<file path="config.mk">
export PLATFORM = sky130hd
export DESIGN_NAME = aeis_top
export DESIGN_NICKNAME = d
export VERILOG_FILES = /design/src/include/aeis_pkg.sv /design/src/design/aeis_top.sv
export SDC_FILE = /design/constraint.sdc
export NUM_CORES = 1
export LEC_CHECK = 0
export BUFFER_PORTS_ARGS = -buffer_cell sky130_fd_sc_hd__clkbuf_2
export CAP_MARGIN = 20
export CORE_ASPECT_RATIO = 0.8
export CORE_MARGIN = 5
export CORE_UTILIZATION = 30
export CTS_CLUSTER_SIZE = 30
export DETAILED_ROUTE_END_ITERATION = 12
export GPL_TIMING_DRIVEN = 0
export PLACE_DENSITY_LB_ADDON = 0.1
export SLEW_MARGIN = 0
export SYNTH_ARGS = -nofsm -noshare
export SYNTH_HDL_FRONTEND = slang
export SYNTH_SLANG_ARGS = --single-unit
</file>
<file path="constraint.sdc">
create_clock -name CLK -period 3.6 [get_ports CLK]
set_clock_uncertainty 0.15 [all_clocks]
set_input_delay 0 -clock CLK [delete_from_list [all_inputs] [get_ports CLK]]
set_output_delay 0 -clock CLK [all_outputs]
set_load 0.02 [all_outputs]
</file>
<file path="src/include/aeis_pkg.sv">
// Constants, register map and types for the alarm and error interrupt status block
//--------------------------------------------------------------------------------
//--------------------------------------------------------------------------------
package aeis_pkg;

    // Register byte offsets
    localparam logic [7:0] AEIS_OFS_BLOCK_INTERRUPT_ENABLE = 8'h00;
    localparam logic [7:0] AEIS_OFS_STAT = 8'h04;
    localparam logic [7:0] AEIS_OFS_MASK = 8'h08;
    localparam logic [7:0] AEIS_OFS_FCTL = 8'h0C;
    localparam logic [7:0] AEIS_OFS_PEND = 8'h10;

    // Field positions
    localparam int AEIS_BLOCK_INTERRUPT_ENABLE_FRAMER = 0;
    localparam int AEIS_BLOCK_INTERRUPT_ENABLE_ALARM = 1;
    localparam int AEIS_ST_OOF = 7;
    localparam int AEIS_ST_AIS = 6;
    localparam int AEIS_ST_MYEL = 5;
    localparam int AEIS_ST_LOS = 4;
    localparam int AEIS_THR_MSB = 2;

    // Reset values
    localparam logic [7:0] AEIS_BLOCK_INTERRUPT_ENABLE_RST = 8'h00;
    localparam logic [7:0] AEIS_MASK_RST = 8'h00;
    localparam logic [2:0] AEIS_THR_RST = 3'h0;

    // Line timing: one E1 frame lasts 125 us
    localparam int AEIS_FRAME_US = 125;
    localparam int AEIS_AIS_US = 250;
    localparam int AEIS_AIS_FRAMES = AEIS_AIS_US / AEIS_FRAME_US;
    localparam int AEIS_AIS_ZERO_MAX = 2;
    localparam int AEIS_LOS_BITS = 175;
    localparam int AEIS_LOS_DENS_DIV = 8;

    // Bus slave states
    typedef enum logic [1:0] {
        AEIS_IDLE = 2'b01,
        AEIS_WAIT = 2'b10
    } aeis_bus_t;

endpackage : aeis_pkg

</file>
<file path="src/design/aeis_top.sv">
// Alarm and error interrupt status block with AHB-Lite register slave
`timescale 1ns/1ps

module aeis_top
    import aeis_pkg::*;
#(
    parameter int LOS_BITS = AEIS_LOS_BITS,
    parameter int AIS_FRAMES = AEIS_AIS_FRAMES
) (
    input wire logic CLK,
    input wire logic RSTN,
    input wire logic HSEL,
    input wire logic [31:0] HADDR,
    input wire logic [1:0] HTRANS,
    input wire logic HWRITE,
    input wire logic [2:0] HSIZE,
    input wire logic [31:0] HWDATA,
    input wire logic HREADY,
    output logic [31:0] HRDATA,
    output logic HREADYOUT,
    output logic HRESP,
    input wire logic RX_BIT_STB,
    input wire logic RX_BIT,
    input wire logic FRAME_STB,
    input wire logic FAS_STB,
    input wire logic FAS_ERR,
    input wire logic MF_Y_STB,
    input wire logic MF_Y_BIT,
    input wire logic LOS_COND,
    input wire logic FRAMER_IRQ_REQ,
    output logic IRQ
);

    //----------------------------------------------------------------
    // Declarations
    //----------------------------------------------------------------
    aeis_bus_t bus_r;
    logic [7:0] addr_r;
    logic write_r;
    logic [7:0] block_interrupt_enable_r;
    logic [7:0] mask_r;
    logic [2:0] thr_r;
    logic oof_r;
    logic [2:0] fas_cnt_r;
    logic ais_r;
    logic [1:0] zero_cnt_r;
    logic [1:0] ones_run_r;
    logic [1:0] clear_run_r;
    logic myel_r;
    logic myel_ev_r;
    logic los_r;
    logic [7:0] los_run_r;
    logic [7:0] win_cnt_r;
    logic [7:0] win_ones_r;
    logic irq_nxt;
    logic rd_stat;
    logic myel_ev_nxt;
    logic accept;
    logic [7:0] stat_val;
    logic [7:0] pend_val;
    logic alarm_pend;
    logic framer_pend;

    // Value of a register as seen by a read
    function automatic logic [7:0] reg_read(
        input logic [7:0] ofs,
        input logic [7:0] stat,
        input logic [7:0] pend
    );
        logic [7:0] v;
        v = 8'h00;
        unique case (ofs)
            AEIS_OFS_BLOCK_INTERRUPT_ENABLE: v = block_interrupt_enable_r;
            AEIS_OFS_STAT: v = stat;
            AEIS_OFS_MASK: v = mask_r;
            AEIS_OFS_FCTL: v = {5'h00, thr_r};
            AEIS_OFS_PEND: v = pend;
            default: v = 8'h00;
        endcase
        return v;
    endfunction : reg_read

    //----------------------------------------------------------------
    // AHB-Lite slave: every accepted word transfer takes one wait state
    //----------------------------------------------------------------

    // Address phase accepted only for word transfers
    assign accept = HSEL && HTRANS[1] && HREADY && (HSIZE == 3'b010);

    // Bus state, latched address and response
    always_ff @(posedge CLK or negedge RSTN) begin
        if (!RSTN) begin
            bus_r <= AEIS_IDLE;
            addr_r <= 8'h00;
            write_r <= 1'b0;
            HREADYOUT <= 1'b1;
            HRESP <= 1'b0;
        end else begin
            HRESP <= 1'b0;
            unique case (bus_r)
                AEIS_IDLE: begin
                    if (accept) begin
                        bus_r <= AEIS_WAIT;
                        addr_r <= HADDR[7:0];
                        write_r <= HWRITE;
                        HREADYOUT <= 1'b0;
                    end
                end
                AEIS_WAIT: begin
                    bus_r <= AEIS_IDLE;
                    HREADYOUT <= 1'b1;
                end
            endcase
        end
    end

    // Read data captured in the wait cycle, zero for unmapped offsets
    always_ff @(posedge CLK or negedge RSTN) begin
        if (!RSTN) begin
            HRDATA <= 32'h0000_0000;
        end else if (bus_r == AEIS_WAIT && !write_r) begin
            HRDATA <= {24'h00_0000, reg_read(addr_r, stat_val, pend_val)};
        end
    end

    // A read of the status register clears its latched bit
    assign rd_stat = (bus_r == AEIS_WAIT) && !write_r && (addr_r == AEIS_OFS_STAT);

    // Software writes to control registers
    always_ff @(posedge CLK or negedge RSTN) begin
        if (!RSTN) begin
            block_interrupt_enable_r <= AEIS_BLOCK_INTERRUPT_ENABLE_RST;
            mask_r <= AEIS_MASK_RST;
            thr_r <= AEIS_THR_RST;
        end else if (bus_r == AEIS_WAIT && write_r) begin
            if (addr_r == AEIS_OFS_BLOCK_INTERRUPT_ENABLE) begin
                block_interrupt_enable_r <= HWDATA[7:0];
            end
            if (addr_r == AEIS_OFS_MASK) begin
                mask_r <= HWDATA[7:0];
            end
            if (addr_r == AEIS_OFS_FCTL) begin
                thr_r <= HWDATA[AEIS_THR_MSB:0];
            end
        end
    end

    //----------------------------------------------------------------
    // Out-of-frame detection
    //----------------------------------------------------------------

    // Count consecutive errored alignment patterns against the threshold
    always_ff @(posedge CLK or negedge RSTN) begin
        if (!RSTN) begin
            fas_cnt_r <= 3'h0;
            oof_r <= 1'b0;
        end else if (FAS_STB) begin
            if (FAS_ERR) begin
                if (fas_cnt_r != 3'h7) begin
                    fas_cnt_r <= fas_cnt_r + 3'h1;
                end
                if ({1'b0, fas_cnt_r} + 4'h1 >= {1'b0, thr_r}) begin
                    oof_r <= 1'b1;
                end
            end else begin
                fas_cnt_r <= 3'h0;
                oof_r <= 1'b0;
            end
        end
    end

    //----------------------------------------------------------------
    // AIS detection, judged once per frame
    //----------------------------------------------------------------

    // Zeros seen in the current frame, saturating above the limit
    always_ff @(posedge CLK or negedge RSTN) begin
        if (!RSTN) begin
            zero_cnt_r <= 2'h0;
        end else if (FRAME_STB) begin
            zero_cnt_r <= (RX_BIT_STB && !RX_BIT) ? 2'h1 : 2'h0;
        end else if (RX_BIT_STB && !RX_BIT && zero_cnt_r != 2'h3) begin
            zero_cnt_r <= zero_cnt_r + 2'h1;
        end
    end

    // Consecutive frames with at most two zeros and consecutive frames with more
    always_ff @(posedge CLK or negedge RSTN) begin
        if (!RSTN) begin
            ones_run_r <= 2'h0;
            clear_run_r <= 2'h0;
            ais_r <= 1'b0;
        end else if (FRAME_STB) begin
            if (32'(zero_cnt_r) <= AEIS_AIS_ZERO_MAX) begin
                clear_run_r <= 2'h0;
                if (32'(ones_run_r) + 1 >= AIS_FRAMES) begin
                    ais_r <= 1'b1;
                end else begin
                    ones_run_r <= ones_run_r + 2'h1;
                end
            end else begin
                ones_run_r <= 2'h0;
                if (32'(clear_run_r) + 1 >= AIS_FRAMES) begin
                    ais_r <= 1'b0;
                end else begin
                    clear_run_r <= clear_run_r + 2'h1;
                end
            end
        end
    end

    //----------------------------------------------------------------
    // Multiframe yellow alarm and its change event
    //----------------------------------------------------------------

    // Change in either direction raises the event
    assign myel_ev_nxt = MF_Y_STB && (MF_Y_BIT != myel_r);

    // Alarm follows the y bit of timeslot 16, frame 0
    always_ff @(posedge CLK or negedge RSTN) begin
        if (!RSTN) begin
            myel_r <= 1'b0;
        end else if (MF_Y_STB) begin
            myel_r <= MF_Y_BIT;
        end
    end

    // Sticky event bit; a new event wins over the read clear
    always_ff @(posedge CLK or negedge RSTN) begin
        if (!RSTN) begin
            myel_ev_r <= 1'b0;
        end else begin
            myel_ev_r <= myel_ev_nxt || (myel_ev_r && !rd_stat);
        end
    end

    //----------------------------------------------------------------
    // Loss of signal detection
    //----------------------------------------------------------------

    // Run length of the condition and the density window
    always_ff @(posedge CLK or negedge RSTN) begin
        if (!RSTN) begin
            los_run_r <= 8'h00;
            win_cnt_r <= 8'h00;
            win_ones_r <= 8'h00;
            los_r <= 1'b0;
        end else if (RX_BIT_STB) begin
            if (!LOS_COND) begin
                los_run_r <= 8'h00;
                los_r <= 1'b0;
            end else if (32'(los_run_r) + 1 >= LOS_BITS) begin
                los_r <= 1'b1;
            end else begin
                los_run_r <= los_run_r + 8'h01;
            end
            if (32'(win_cnt_r) + 1 >= LOS_BITS) begin
                win_cnt_r <= 8'h00;
                win_ones_r <= 8'h00;
                if ((32'(win_ones_r) + 32'(RX_BIT)) * AEIS_LOS_DENS_DIV >= LOS_BITS) begin
                    los_r <= 1'b0;
                    los_run_r <= 8'h00;
                end
            end else begin
                win_cnt_r <= win_cnt_r + 8'h01;
                win_ones_r <= win_ones_r + {7'h00, RX_BIT};
            end
        end
    end

    //----------------------------------------------------------------
    // Status view and interrupt gating
    //----------------------------------------------------------------

    // Live defect states plus the latched event
    always_comb begin
        stat_val = 8'h00;
        stat_val[AEIS_ST_OOF] = oof_r;
        stat_val[AEIS_ST_AIS] = ais_r;
        stat_val[AEIS_ST_MYEL] = myel_ev_r;
        stat_val[AEIS_ST_LOS] = los_r;
    end

    // Source gates, then block gates
    assign alarm_pend = |(stat_val & mask_r & 8'h20) && block_interrupt_enable_r[AEIS_BLOCK_INTERRUPT_ENABLE_ALARM];
    assign framer_pend = FRAMER_IRQ_REQ && block_interrupt_enable_r[AEIS_BLOCK_INTERRUPT_ENABLE_FRAMER];

    // Alarm bit of the block pending summary drops once the event is read away
    always_comb begin
        pend_val = 8'h00;
        pend_val[AEIS_BLOCK_INTERRUPT_ENABLE_ALARM] = alarm_pend;
        pend_val[AEIS_BLOCK_INTERRUPT_ENABLE_FRAMER] = framer_pend;
    end

    assign irq_nxt = alarm_pend || framer_pend;

    // Registered interrupt output
    always_ff @(posedge CLK or negedge RSTN) begin
        if (!RSTN) begin
            IRQ <= 1'b0;
        end else begin
            IRQ <= irq_nxt;
        end
    end

endmodule : aeis_top

</file>
==> flow_metrics.py <==
metrics = {
    "outcome": {
        "outcome": "finished, final reports clean",
    },
    "yosys": {
        "yosysWarnings": 0,
        "synth_edf_count": 0,
        "syn-instance-count": 444,
        "synth.distinct_cells": 68,
        "yosys.area.top_type": "dfrtp_1",
        "ys_ff_latch": 77,
        "yosysSeqAreaShare_pct": 44.26,
        "async_flop_share_pct": 100.0,
        "netlist_area_um2": 4357,
        "synth-main-ff-cell": "dfrtp_1",
        "yosysTopAreaCellShare_pct": 43.65,
        "synth_area_leaders": "dfrtp_1 (44%), mux2_2 (7.8%), nand2_1 (4.5%), buf_4 (4.3%), ha_1 (4.0%)",
        "syn_avg_cell_area_um2": 9.812,
    },
    "floorplan": {
        "fp.dieW_um": 144.7,
        "die_area_um2": 17050,
        "coreArea_um2": 14250,
        "initial_utilization_pct": 30.58,
        "num_io_pins": 118,
        "die_h_um": 117.8,
        "rows": 39,
    },
    "final_layout": {
        "antenna_cells": 0,
        "final_nets": 650,
        "area_delta_synth_final_pct": 27.48,
        "post-route-util_pct": 38.98,
        "drive_above_1_share_pct": 24.73,
    },
    "clock_tree": {
        "clk_latency_ns": 0.33,
        "h-tree-depth": 3,
        "clkSinkCount": 77,
        "cts_root_buf": "clkbuf_16",
        "numCtsBuffers": 9,
        "clock_path_buffers": 2,
        "clkSlewWorstSetupHoldPaths_ns": 0.06,
        "cts_resized": 0,
        "cts_tree": "built",
    },
    "timing": {
        "fin_setup_tns_ns": 0,
        "hold_violations": 0,
        "fmax_ghz": 0.3487,
        "worst_pin_slew_ns": 0.6509,
        "drv_slew": 0,
        "fin_crit_ns": 2.868,
        "max_slew_margin_pct": 56.60,
        "period_share_pct": 79.67,
        "rsz0062_at_grt": "false",
        "finalSetupViolCount": 0,
    },
    "pwr": {
        "p_leak_nw": 2.536,
        "ir_drop_mv": 0.2920,
        "power.density_nw_per_um2": 587.0,
    },
    "grt": {
        "gr-total-overflow": 0,
        "grt_max_degree": 43,
        "grt_pass1_wl_mm": 16.77,
        "grt_pass1_vias": 3436,
        "grt.total_usage_pct": 12.02,
        "antenna_found_initial": 0,
    },
    "worst_setup_path": {
        "slowest_stage": "dfrtp_1",
        "max_stage_delay_ns": 0.52,
        "crit_type": "reg2reg",
        "start_kind": "flip-flop",
        "critPathRequiredTime_ns": 3.66,
        "worst_setup_path_end_kind": "flip-flop",
        "crit_buf_inv": 2,
        "cp_max_fo": 10,
        "worstPathCellList": "inv_1, ha_1, o21bai_2, a21oi_1, o41ai_2, a31o_2, clkbuf_1, o21ai_0, nand2_1, o41ai_1",
        "worstPathArrival_ns": 2.93,
        "critical_path.top_delay_family": "compound AO/OA/AOI/OAI gates",
    },
    "routing": {
        "drt-initial-drc-count": 192,
        "vias_per_cell": 4.730,
        "drcViolationCount": 0,
        "drt_wl_total_mm": 9.960,
        "detail-route-antenna-nets": 0,
        "wire_per_inst_um": 13.42,
        "vias": 3510,
        "drt-pass1-iter-count": 4,
    },
    "placement": {
        "portBuffers": 42,
        "globalplace.congestion": 0.7906,
        "place_hpwl_mm": 7.143,
    },
    "min_path": {
        "hold_class": "in2reg",
    },
    "job": {
        "drv_cap": 0,
    },
}
-- state kept, by name (all words and copies together), names as in the netlist, 2 cells and up --
name and flops:
HRDATA 8, addr_r 8, block_interrupt_enable_r 8, bus_r 2
clear_run_r 2, fas_cnt_r 3, los_run_r 8, mask_r 8
ones_run_r 2, thr_r 3, win_cnt_r 8, win_ones_r 8
zero_cnt_r 2
-- Yosys cell counts (3+ instances only) --
| library cell | n |
|---|---|
| inv_1 | 21 |
| nor4_1 | 3 |
| mux2i_1 | 10 |
| nor3_1 | 8 |
| a31oi_1 | 6 |
| nor2b_1 | 7 |
| buf_4 | 25 |
| clkbuf_1 | 11 |
| nor2_1 | 21 |
| o21ai_0 | 34 |
| a31o_2 | 3 |
| a21oi_1 | 15 |
| mux2_2 | 30 |
| nand2b_1 | 8 |
| a22o_1 | 6 |
| o41ai_1 | 5 |
| ha_1 | 14 |
| o22ai_1 | 6 |
| nand3_1 | 12 |
| and3_1 | 6 |
| o31ai_1 | 5 |
| dfrtp_1 | 76 |
| nand2_1 | 52 |
| buf_2 | 4 |
-- final cells by class --
class	instances	area, um^2
inverters	21	78.83
fillers	1418	8695
clock inverters	4	70.07
well taps	184	230.2
repair buffers	74	550.5
clock buffers	12	256.5
multi-input cells	327	2172
plain buffers	43	267.8
flip-flops and latches	77	1928
-- cell usage in the layout, fill, tap and decap left out, types with 14 or more instances in the layout --
| cell | synthesis | final |
|---|---|---|
| nand2_1 | 52 | 52 |
| clkbuf_2 | 0 | 41 |
| dfrtp_1 | 76 | 76 |
| inv_1 | 21 | 21 |
| ha_1 | 14 | 14 |
| o21ai_0 | 34 | 34 |
| buf_4 | 25 | 25 |
| mux2_2 | 30 | 30 |
| dlygate4sd3_1 | 0 | 31 |
| nor2_1 | 21 | 21 |
| conb_1 | 1 | 25 |
| a21oi_1 | 15 | 15 |
-- per-stage QoR --
| stage | std cells | hold WS, ns | power, mW | worst slack [ns] | area, um^2 |
|---|---|---|---|---|---|
| final | 742 | 0.05873 | 3.260 | 0.7319 | 5554 |
| after CTS | 742 | 0.05542 | 3.301 | 0.7730 | 5554 |
| after detailed placement | 695 | -0.08839 | 2.253 | 0.7729 | 4917 |
| after global routing | 742 | 0.07548 | 3.491 | 0.5900 | 5554 |
| after global placement | 694 | 0.08960 | 2.235 | 0.7710 | 4887 |
| after floorplan | 468 | -0.4456 | 1.961 | 1.123 | 4447 |
-- metal layers --
layer / wire length [um] / track usage (%) / vias to the layer above
met5: 0 / 0 / -
met4: 122 / 3.438 / 0
met3: 387 / 3.046 / 11
met2: 4481 / 17.88 / 55
met1: 4969 / 17.23 / 1682
li1: - / - / 1762
-- power breakdown --
group	total (mW)	switching [mW]	internal (mW)
registers	1.28	0.195	1.08
logic	0.992	0.559	0.433
clock network	0.990	0.347	0.643
-- path summary, 6_finish.rpt --
check,from,to,slack (ns),cells past startpoint
max,win_cnt_r[0]$_DFFE_PN0P_,win_cnt_r[7]$_DFFE_PN0P_,0.73,10
min,LOS_COND,los_r$_DFFE_PN0P_,0.06,4
max reg2reg,win_cnt_r[0]$_DFFE_PN0P_,win_cnt_r[7]$_DFFE_PN0P_,0.73,10
min reg2reg,HRDATA[2]$_DFFE_PN0P_,HRDATA[2]$_DFFE_PN0P_,0.33,2
max in group asynchronous,RSTN,write_r$_DFFE_PN0P_,2.61,3
min in group asynchronous,RSTN,addr_r[1]$_DFFE_PN0P_,0.08,2
-- kinds of logic after synthesis --
kind of cell	synth area share, %
AND/OR/NAND/NOR	16.17
AO/OA/AOI/OAI	16.51
flip-flops	44.26
buffers and inverters	7.955
multiplexers	10.40
adder cells (fa/ha/maj)	4.021
XOR/XNOR	0.6032
other	0.08607
-- what timing repair did --
item / 4_1_cts / 5_1_grt
setup buffers: 0 / 0
hold buffers: 31 / 0
endpoints found under the hold margin: 126 / 0
-- worst min-delay path, delay by kind of cell --
kind | cells | cell delay (ns)
AOI/OAI and AO/OA | 2 | 0.23
buffers and inverters | 2 | 0.26
No activity file was read; power rests on OpenSTA's default activity.
